**src/inc/position_capture_pkg.sv**
```systemverilog
// Package with register map, field layouts and timing constants of the position capture block
package position_capture_pkg;
    localparam int unsigned clk_hz = 40_000_000;
    localparam int unsigned tick_ms = 4;
    localparam int unsigned tick_cycles = (clk_hz / 1000) * tick_ms;
    localparam int unsigned fan_hold_s = 10;
    localparam int unsigned fan_hold_cycles = clk_hz * fan_hold_s;
    localparam logic [7:0] temp_fan_c = 8'h5a;
    localparam logic [7:0] temp_trip_c = 8'h64;
    localparam logic [7:0] fault_overtemp = 8'h4a;
    localparam logic [7:0] fault_none = 8'h00;

    // Byte addresses of the register words
    localparam logic [7:0] addr_live_rev = 8'h00;
    localparam logic [7:0] addr_live_pos = 8'h04;
    localparam logic [7:0] addr_marker_rev = 8'h08;
    localparam logic [7:0] addr_marker_pos = 8'h0c;
    localparam logic [7:0] addr_freeze_rev = 8'h10;
    localparam logic [7:0] addr_freeze_pos = 8'h14;
    localparam logic [7:0] addr_freeze_flag = 8'h18;
    localparam logic [7:0] addr_feedback_ready = 8'h1c;
    localparam logic [7:0] addr_hold = 8'h20;
    localparam logic [7:0] addr_fault = 8'h24;
    localparam logic [7:0] addr_irq_status = 8'h28;
    localparam logic [7:0] addr_irq_mask = 8'h2c;
    localparam logic [7:0] addr_drive_reset = 8'h30;

    // Interrupt status bits
    localparam int unsigned irq_marker_bit = 0;
    localparam int unsigned irq_freeze_bit = 1;
    localparam int unsigned irq_fault_bit = 2;
    localparam int unsigned irq_width = 3;

    localparam logic [1:0] resp_okay = 2'b00;
    localparam logic [1:0] resp_slverr = 2'b10;

    typedef struct packed {
        logic [15:0] rev;
        logic [15:0] pos;
    } position_s;
endpackage : position_capture_pkg

```
**src/encoder_position_capture.sv**
```systemverilog
// Position capture, freeze, fault and fan logic of the encoder feedback module, with AXI4-Lite registers
`timescale 1ns/10ps
`default_nettype none

// Notes on behaviour
// Live revolution and position copies mirror the main values and are untouched by marker or freeze.
// Each marker activation stores the live revolution and position into the marker registers.
// There is no freeze pin of its own; the freeze event comes from another option module.
// Freeze events are evaluated once per update tick of 4 ms times the number of simple modules.
// A freeze seen with the flag clear stores the position into the freeze registers and sets the flag.
// Software clears the freeze flag before another freeze may be stored; meanwhile freezes are ignored.
// The feedback ready flag reads 0 after power-up, becomes 1 on valid feedback and then stays 1.
// While the hold bit is one the main revolution and position stay unchanged, else they update.
// A detected error writes its code into the fault register and may raise the slot trip request.
// The fault register holds zero with no error and a nonzero code up to 255 after an error.
// A drive reset clears the fault register to zero.
// Above 90 C the fan is forced to full speed and held so for at least 10 s.
// Once below 90 C again the forced fan demand is released.
// Above 100 C the drive is tripped and fault code 74 is loaded.
// Revolution counts are 16-bit values wrapping 65535 to 0, positions are 16-bit revolution fractions.
module encoder_position_capture
    import position_capture_pkg::*;
#(
    parameter int unsigned fan_hold_count = fan_hold_cycles,
    parameter int unsigned tick_count = tick_cycles
)(
    input wire logic aclk,
    input wire logic aresetn,
    input wire logic [7:0] s_axi_awaddr,
    input wire logic s_axi_awvalid,
    output logic s_axi_awready,
    input wire logic [31:0] s_axi_wdata,
    input wire logic [3:0] s_axi_wstrb,
    input wire logic s_axi_wvalid,
    output logic s_axi_wready,
    output logic [1:0] s_axi_bresp,
    output logic s_axi_bvalid,
    input wire logic s_axi_bready,
    input wire logic [7:0] s_axi_araddr,
    input wire logic s_axi_arvalid,
    output logic s_axi_arready,
    output logic [31:0] s_axi_rdata,
    output logic [1:0] s_axi_rresp,
    output logic s_axi_rvalid,
    input wire logic s_axi_rready,
    input wire logic [15:0] encoder_rev,
    input wire logic [15:0] encoder_pos,
    input wire logic encoder_valid,
    input wire logic marker_in,
    input wire logic freeze_in,
    input wire logic [7:0] board_temp,
    input wire logic [3:0] simple_module_count,
    output logic fan_full_speed,
    output logic slot_module_error_trip,
    output logic irq
);
    localparam logic [31:0] tick_last = 32'(tick_count - 1);
    localparam logic [31:0] fan_last = 32'(fan_hold_count - 1);

    // Pin synchronisers; first stage is read only by the second
    logic [2:0] sync1_reg, sync2_reg;
    logic marker_d_reg;
    logic freeze_pend_reg;
    position_s main_reg, marker_reg, freeze_reg;
    logic [15:0] rev_s1_reg, rev_s2_reg, pos_s1_reg, pos_s2_reg;
    logic [7:0] temp_s1_reg, temp_s2_reg;
    logic freeze_flag_reg, feedback_ready_reg, hold_reg;
    logic [7:0] fault_reg;
    logic [irq_width-1:0] irq_status_reg, irq_mask_reg;
    logic [31:0] tick_cnt_reg;
    logic [3:0] tick_mod_reg;
    logic [31:0] fan_cnt_reg;

    always_ff @(posedge aclk)
    begin
        sync1_reg <= {encoder_valid, marker_in, freeze_in};
        sync2_reg <= sync1_reg;
        rev_s1_reg <= encoder_rev;
        rev_s2_reg <= rev_s1_reg;
        pos_s1_reg <= encoder_pos;
        pos_s2_reg <= pos_s1_reg;
        temp_s1_reg <= board_temp;
        temp_s2_reg <= temp_s1_reg;
    end

    wire valid_sync = sync2_reg[2];
    wire marker_sync = sync2_reg[1];
    wire freeze_sync = sync2_reg[0];
    wire marker_rise = marker_sync && !marker_d_reg;

    // Update tick: base period times the fitted simple modules (at least one)
    wire [3:0] tick_mods = (simple_module_count == 4'h0) ? 4'h1 : simple_module_count;
    wire tick_base = (tick_cnt_reg == tick_last);
    wire tick = tick_base && (tick_mod_reg + 4'h1 >= tick_mods);

    // AXI4-Lite write channel: address and data accepted in either order
    logic aw_have_reg, w_have_reg;
    logic [7:0] aw_addr_reg;
    logic [31:0] w_data_reg;
    logic [3:0] w_strb_reg;
    wire wr_go = aw_have_reg && w_have_reg && !s_axi_bvalid;
    wire wr_lane0 = wr_go && w_strb_reg[0];
    wire wr_flag_clr = wr_lane0 && (aw_addr_reg == addr_freeze_flag) && !w_data_reg[0];
    wire wr_hold = wr_lane0 && (aw_addr_reg == addr_hold);
    wire wr_mask = wr_lane0 && (aw_addr_reg == addr_irq_mask);
    wire wr_irq_clr = wr_lane0 && (aw_addr_reg == addr_irq_status);
    wire drive_reset = wr_lane0 && (aw_addr_reg == addr_drive_reset) && w_data_reg[0];
    wire wr_known = (aw_addr_reg <= addr_drive_reset) && (aw_addr_reg[1:0] == 2'b00);

    // Fault, fan and freeze events
    wire over_trip = temp_s2_reg > temp_trip_c;
    wire over_fan = temp_s2_reg > temp_fan_c;
    wire freeze_take = tick && freeze_pend_reg && !freeze_flag_reg;
    wire [irq_width-1:0] irq_events = {over_trip && (fault_reg != fault_overtemp), freeze_take, marker_rise};

    always_ff @(posedge aclk)
    begin
        if (!aresetn)
        begin
            aw_have_reg <= 1'b0;
            w_have_reg <= 1'b0;
            aw_addr_reg <= 8'h00;
            w_data_reg <= 32'h0;
            w_strb_reg <= 4'h0;
            s_axi_bvalid <= 1'b0;
            s_axi_bresp <= resp_okay;
            s_axi_awready <= 1'b1;
            s_axi_wready <= 1'b1;
        end
        else
        begin
            if (s_axi_awvalid && s_axi_awready)
            begin
                aw_have_reg <= 1'b1;
                aw_addr_reg <= s_axi_awaddr;
                s_axi_awready <= 1'b0;
            end
            if (s_axi_wvalid && s_axi_wready)
            begin
                w_have_reg <= 1'b1;
                w_data_reg <= s_axi_wdata;
                s_axi_wready <= 1'b0;
                w_strb_reg <= s_axi_wstrb;
            end
            if (wr_go)
            begin
                aw_have_reg <= 1'b0;
                w_have_reg <= 1'b0;
                s_axi_awready <= 1'b1;
                s_axi_wready <= 1'b1;
                s_axi_bvalid <= 1'b1;
                s_axi_bresp <= wr_known ? resp_okay : resp_slverr;
            end
            else if (s_axi_bready)
                s_axi_bvalid <= 1'b0;
        end
    end

    // Read decode
    function automatic logic [31:0] read_word(input logic [7:0] a);
        case (a)
            addr_live_rev: read_word = {16'h0, main_reg.rev};
            addr_live_pos: read_word = {16'h0, main_reg.pos};
            addr_marker_rev: read_word = {16'h0, marker_reg.rev};
            addr_marker_pos: read_word = {16'h0, marker_reg.pos};
            addr_freeze_rev: read_word = {16'h0, freeze_reg.rev};
            addr_freeze_pos: read_word = {16'h0, freeze_reg.pos};
            addr_freeze_flag: read_word = {31'h0, freeze_flag_reg};
            addr_feedback_ready: read_word = {31'h0, feedback_ready_reg};
            addr_hold: read_word = {31'h0, hold_reg};
            addr_fault: read_word = {24'h0, fault_reg};
            addr_irq_status: read_word = {29'h0, irq_status_reg};
            addr_irq_mask: read_word = {29'h0, irq_mask_reg};
            default: read_word = 32'h0;
        endcase
    endfunction : read_word
    wire rd_known = (s_axi_araddr <= addr_drive_reset) && (s_axi_araddr[1:0] == 2'b00);

    always_ff @(posedge aclk)
    begin
        if (!aresetn)
        begin
            s_axi_rvalid <= 1'b0;
            s_axi_rdata <= 32'h0;
            s_axi_rresp <= resp_okay;
            s_axi_arready <= 1'b1;
        end
        else if (s_axi_arvalid && s_axi_arready)
        begin
            s_axi_rvalid <= 1'b1;
            s_axi_rdata <= read_word(s_axi_araddr);
            s_axi_rresp <= rd_known ? resp_okay : resp_slverr;
            s_axi_arready <= 1'b0;
        end
        else if (s_axi_rready)
        begin
            // Ready flops track the inverse of the held flags so no bus output is combinational
            s_axi_rvalid <= 1'b0;
            s_axi_arready <= 1'b1;
        end
    end

    // Tick divider
    always_ff @(posedge aclk)
    begin
        if (!aresetn)
        begin
            tick_cnt_reg <= 32'h0;
            tick_mod_reg <= 4'h0;
        end
        else if (tick_base)
        begin
            tick_cnt_reg <= 32'h0;
            tick_mod_reg <= tick ? 4'h0 : tick_mod_reg + 4'h1;
        end
        else
            tick_cnt_reg <= tick_cnt_reg + 32'h1;
    end

    // Position tracking, marker and freeze capture; freeze comes in from the other module's line
    always_ff @(posedge aclk)
    begin
        if (!aresetn)
        begin
            main_reg <= '0;
            marker_reg <= '0;
            freeze_reg <= '0;
            marker_d_reg <= 1'b0;
            freeze_pend_reg <= 1'b0;
            freeze_flag_reg <= 1'b0;
            hold_reg <= 1'b0;
        end
        else
        begin
            marker_d_reg <= marker_sync;
            if (!hold_reg)
                main_reg <= '{rev: rev_s2_reg, pos: pos_s2_reg};
            if (marker_rise)
                marker_reg <= main_reg;
            if (freeze_take)
                freeze_reg <= main_reg;
            // A freeze latched between ticks waits for the next tick
            if (freeze_sync)
                freeze_pend_reg <= 1'b1;
            else if (tick)
                freeze_pend_reg <= 1'b0;
            // Capture sets the flag; set wins over a clear in the same cycle
            if (freeze_take)
                freeze_flag_reg <= 1'b1;
            else if (wr_flag_clr)
                freeze_flag_reg <= 1'b0;
            if (wr_hold)
                hold_reg <= w_data_reg[0];
        end
    end

    // Feedback ready is sticky until power is lost, so drive resets do not touch it
    always_ff @(posedge aclk)
    begin
        if (!aresetn)
            feedback_ready_reg <= 1'b0;
        else if (valid_sync)
            feedback_ready_reg <= 1'b1;
    end

    // Fault code, trip and fan hold
    always_ff @(posedge aclk)
    begin
        if (!aresetn)
        begin
            fault_reg <= fault_none;
            slot_module_error_trip <= 1'b0;
            fan_cnt_reg <= 32'h0;
            fan_full_speed <= 1'b0;
        end
        else
        begin
            if (over_trip)
            begin
                fault_reg <= fault_overtemp;
                slot_module_error_trip <= 1'b1;
            end
            else if (drive_reset)
            begin
                fault_reg <= fault_none;
                slot_module_error_trip <= 1'b0;
            end
            if (over_fan)
                fan_cnt_reg <= fan_last;
            else if (fan_cnt_reg != 32'h0)
                fan_cnt_reg <= fan_cnt_reg - 32'h1;
            fan_full_speed <= over_fan || (fan_cnt_reg != 32'h0);
        end
    end

    // Interrupts: sticky status, write one to clear, events win
    always_ff @(posedge aclk)
    begin
        if (!aresetn)
        begin
            irq_status_reg <= '0;
            irq_mask_reg <= '0;
            irq <= 1'b0;
        end
        else
        begin
            irq_status_reg <= (irq_status_reg & ~(wr_irq_clr ? w_data_reg[irq_width-1:0] : '0)) | irq_events;
            if (wr_mask)
                irq_mask_reg <= w_data_reg[irq_width-1:0];
            irq <= |(irq_status_reg & irq_mask_reg);
        end
    end

    property p_marker_capture;
        @(posedge aclk) disable iff (!aresetn) marker_rise |=> (marker_reg == $past(main_reg));
    endproperty
    a_marker_capture: assert property (p_marker_capture) else $error("marker capture missed");

    property p_freeze_guard;
        @(posedge aclk) disable iff (!aresetn) (freeze_flag_reg && !wr_flag_clr) |=> $stable(freeze_reg);
    endproperty
    a_freeze_guard: assert property (p_freeze_guard) else $error("freeze overwritten while flagged");

    property p_freeze_sets_flag;
        @(posedge aclk) disable iff (!aresetn) freeze_take |=> freeze_flag_reg && freeze_reg == $past(main_reg);
    endproperty
    a_freeze_sets_flag: assert property (p_freeze_sets_flag) else $error("freeze capture wrong");

    property p_freeze_on_tick;
        @(posedge aclk) disable iff (!aresetn) !tick |=> $stable(freeze_reg);
    endproperty
    a_freeze_on_tick: assert property (p_freeze_on_tick) else $error("freeze outside tick");

    property p_ready_sticky;
        @(posedge aclk) disable iff (!aresetn) feedback_ready_reg |=> feedback_ready_reg;
    endproperty
    a_ready_sticky: assert property (p_ready_sticky) else $error("ready flag dropped");

    property p_hold;
        @(posedge aclk) disable iff (!aresetn) hold_reg |=> $stable(main_reg);
    endproperty
    a_hold: assert property (p_hold) else $error("position moved under hold");

    property p_overtemp;
        @(posedge aclk) disable iff (!aresetn) over_trip |=> fault_reg == fault_overtemp && slot_module_error_trip;
    endproperty
    a_overtemp: assert property (p_overtemp) else $error("overtemp trip missing");

    property p_fault_clear;
        @(posedge aclk) disable iff (!aresetn) (drive_reset && !over_trip) |=> fault_reg == fault_none;
    endproperty
    a_fault_clear: assert property (p_fault_clear) else $error("fault not cleared");

    property p_fan;
        @(posedge aclk) disable iff (!aresetn) over_fan |=> ##1 fan_full_speed;
    endproperty
    a_fan: assert property (p_fan) else $error("fan not forced");
endmodule : encoder_position_capture

`default_nettype wire
```
**config.mk**
```make
export PLATFORM = sky130hd
export DESIGN_NAME = encoder_position_capture
export DESIGN_NICKNAME = d
export VERILOG_FILES = /design/src/inc/position_capture_pkg.sv /design/src/encoder_position_capture.sv
export SDC_FILE = /design/constraint.sdc
export NUM_CORES = 1
export LEC_CHECK = 0
export BUFFER_PORTS_ARGS = -buffer_cell sky130_fd_sc_hd__buf_2
export CORE_ASPECT_RATIO = 2
export CORE_UTILIZATION = 45
export DETAILED_ROUTE_END_ITERATION = 10
export PLACE_DENSITY = 0.67
export SKIP_CTS_REPAIR_TIMING = 1
export SYNTH_ARGS = -nofsm -noshare
export SYNTH_HDL_FRONTEND = slang
export SYNTH_SLANG_ARGS = --single-unit
```
**constraint.sdc**
```tcl
create_clock -name aclk -period 2.43 [get_ports aclk]
set_input_delay 0.1215 -clock aclk [delete_from_list [all_inputs] [get_ports aclk]]
set_output_delay 0.1215 -clock aclk [all_outputs]
set_load 0.05 [all_outputs]
```
==> results.ini <==
[outcome]
outcome=finished with violations
violations=setup timing

[layout]
mostFrequentLayoutCell=dfxtp_1
fillers=2142
nets=1496
layout_common_cells=dfxtp_1, nand2_1, a21oi_1, buf_2, nor2_1
drive_above_1_share_pct=16.0
fin_area_mm2=0.0138
syn2layout_area_growth_pct=23.9
seqCellArea_mm2=0.00603
multi_input_area_mm2=0.00481
antenna_cells=0

[timing]
hold_viol_final=0
tightest_slew_ns=0.790
max_freq_mhz=400
fin_crit_ns=2.50
finClkSkew_ns=0.00980
setup_violations=4
timing.final.ws_setup_ns=-0.0671
fin_crit_sh_pct=103
slew_viol_final=0
maxSlewHeadroom_pct=46.6
rsz0062_at_grt=yes

[min_path]
holdPathStages=3
min_from=s_axi_araddr[4]
hp-class=in2reg

[placement]
post_dp_cell_area_mm2=0.0122
hpwl_um=18800
gp_congestion=0.883
io_buffers=99

[routing]
drc=0
drt-initial-drc-count=491
drt_wl_total_um=28100
vias_per_cell=5.47
drtPass1Iterations=5
num_vias=9481
ant_nets=0
post_drt_wl_per_cell_um=16.2

[job]
maxCapViolCount=0

[critical_path]
crit_type=reg2reg
worst_setup_path_start_kind=flop
cp_data_required_time_ns=2.89
path_max_fanout=7
critPathArrivalTime_ns=2.96
reg2reg_depth=5
cp-end-kind=flop
critPathLaunch=fan_cnt_reg[10]
rr_startpoint=fan_cnt_reg[10]

[yosys]
synth_edf_count=0
yosys_warnings=0
synth_seq_area_share_pct=54.0
yosys_register_bits=301
ys_async_sr_fraction_pct=0
synthCells=1205
synthDistinctLibCells=50
synth_top_flop_cell=dfxtp_1
synthesis.area_mm2=0.0112
postSynthAreaPerCell_um2=9.27

[die]
core_mm2=0.0244
die_x_um=113
ios=150
start_util_pct=45.7
die_area_mm2=0.0255
rows=81
chipHeight_um=225

[power_and_ir_drop]
vdd_drop_max_mv=0.890
p_leak_nw=5.09
power_w=0.0101
p_per_area_mw_per_mm2=731

[cts]
cts_max_path_buffers=3
htree_levels=1
numCtsBuffers=25
cts_root_buffer=clkbuf_16
clk_pin_slew_worst_paths_ns=0.07
clk_latency_ns=0.53
cts_tree=yes
cts.sinks=301

[grt]
grt_max_degree=92
grt_pass1_wl_um=43800
antenna_found_initial=0
grt_pass1_vias=8851
gr-total-overflow=0
track_usage_pct=21.6

==> cells by family (layout without fill, tap and decap cells) <==
family / count (synthesis) / after routing / synth area share (%)
other cells: 1 / 18 / 0.0336
compound gates: 302 / 302 / 16.2
flops: 301 / 301 / 54.0
buf+inv: 105 / 283 / 4.20
simple gates: 414 / 414 / 18.5
fa+ha+maj: 8 / 8 / 0.896
xor+xnor: 36 / 36 / 2.82
mux: 38 / 38 / 3.41
==> critical path: stages (launching register included) <==
cell	delay [ns]
dfxtp_2	0.33
or4_4	0.51
or4_4	0.58
or4_4	0.44
or4_1	0.42
a31oi_1	0.15
==> cell type report <==
cell class / count / area share [%]
flip-flops and latches: 301 / 43.6
repair buffers: 223 / 12.1
inverters: 15 / 0.425
well taps: 332 / 3.00
multi-input cells: 816 / 34.8
clock inverters: 14 / 1.18
clock buffers: 31 / 4.90
==> cell usage after synthesis (7+ instances only) <==
cell type,number,area share (%)
o31ai_1,15,1.0
inv_1,15,0.50
dfxtp_1,301,54
o21ai_0,72,3.2
nor2_1,89,3.0
or4_1,23,1.5
a221oi_1,13,1.0
and3_1,8,0.45
nor4_1,19,1.1
a222oi_1,7,0.63
buf_4,18,1.2
nand2_1,119,4.0
mux2i_1,38,3.4
a21oi_1,116,5.2
nor4b_1,7,0.55
xnor2_1,14,1.1
nand3_1,69,3.1
ha_1,8,0.90
and4_1,7,0.55
xor2_1,22,1.7
a31oi_1,17,0.95
nand4_1,18,1.0
clkbuf_1,61,2.1
a22oi_1,26,1.7
o22ai_1,13,0.73
or3_1,23,1.3
==> metal layers <==
layer,up-vias,part of all wire (%),track usage [%]
li1,4645,-,-
met1,4518,36,21.8
met2,243,55,41.7
met3,75,3.4,2.24
met4,0,5.6,12.9
met5,-,0,0
==> through the flow <==
step                      hold slack (ns)  cells  utilization (%)  setup slack [ns]  TNS, ns
after floorplan                     0.149   1222                -           -0.0659   -0.404
after global placement              0.224   1616             50.1            -0.115   -0.245
after detailed placement            0.225   1616             50.1            -0.160   -0.964
after CTS                          -0.331   1661             53.5            -0.176    -1.17
after global routing              0.00941   1732             56.6            -0.119   -0.766
final                             0.00407   1732             56.6           -0.0671   -0.111
==> worst paths after layout <==
path                      to  slack [ns]
max reg2reg  fan_cnt_reg[23]       -0.07
min reg2reg   temp_s2_reg[1]        0.33
min           s_axi_rresp[1]       0.004
max          fan_cnt_reg[23]       -0.07
==> power breakdown <==
group          switching, W  total (W)  internal, W  leakage (nW)
registers          0.000145    0.00527      0.00512          2.48
logic              0.000429   0.000719     0.000290          2.19
clock network       0.00180    0.00412      0.00232         0.416
No activity file was read; power rests on OpenSTA's default activity.
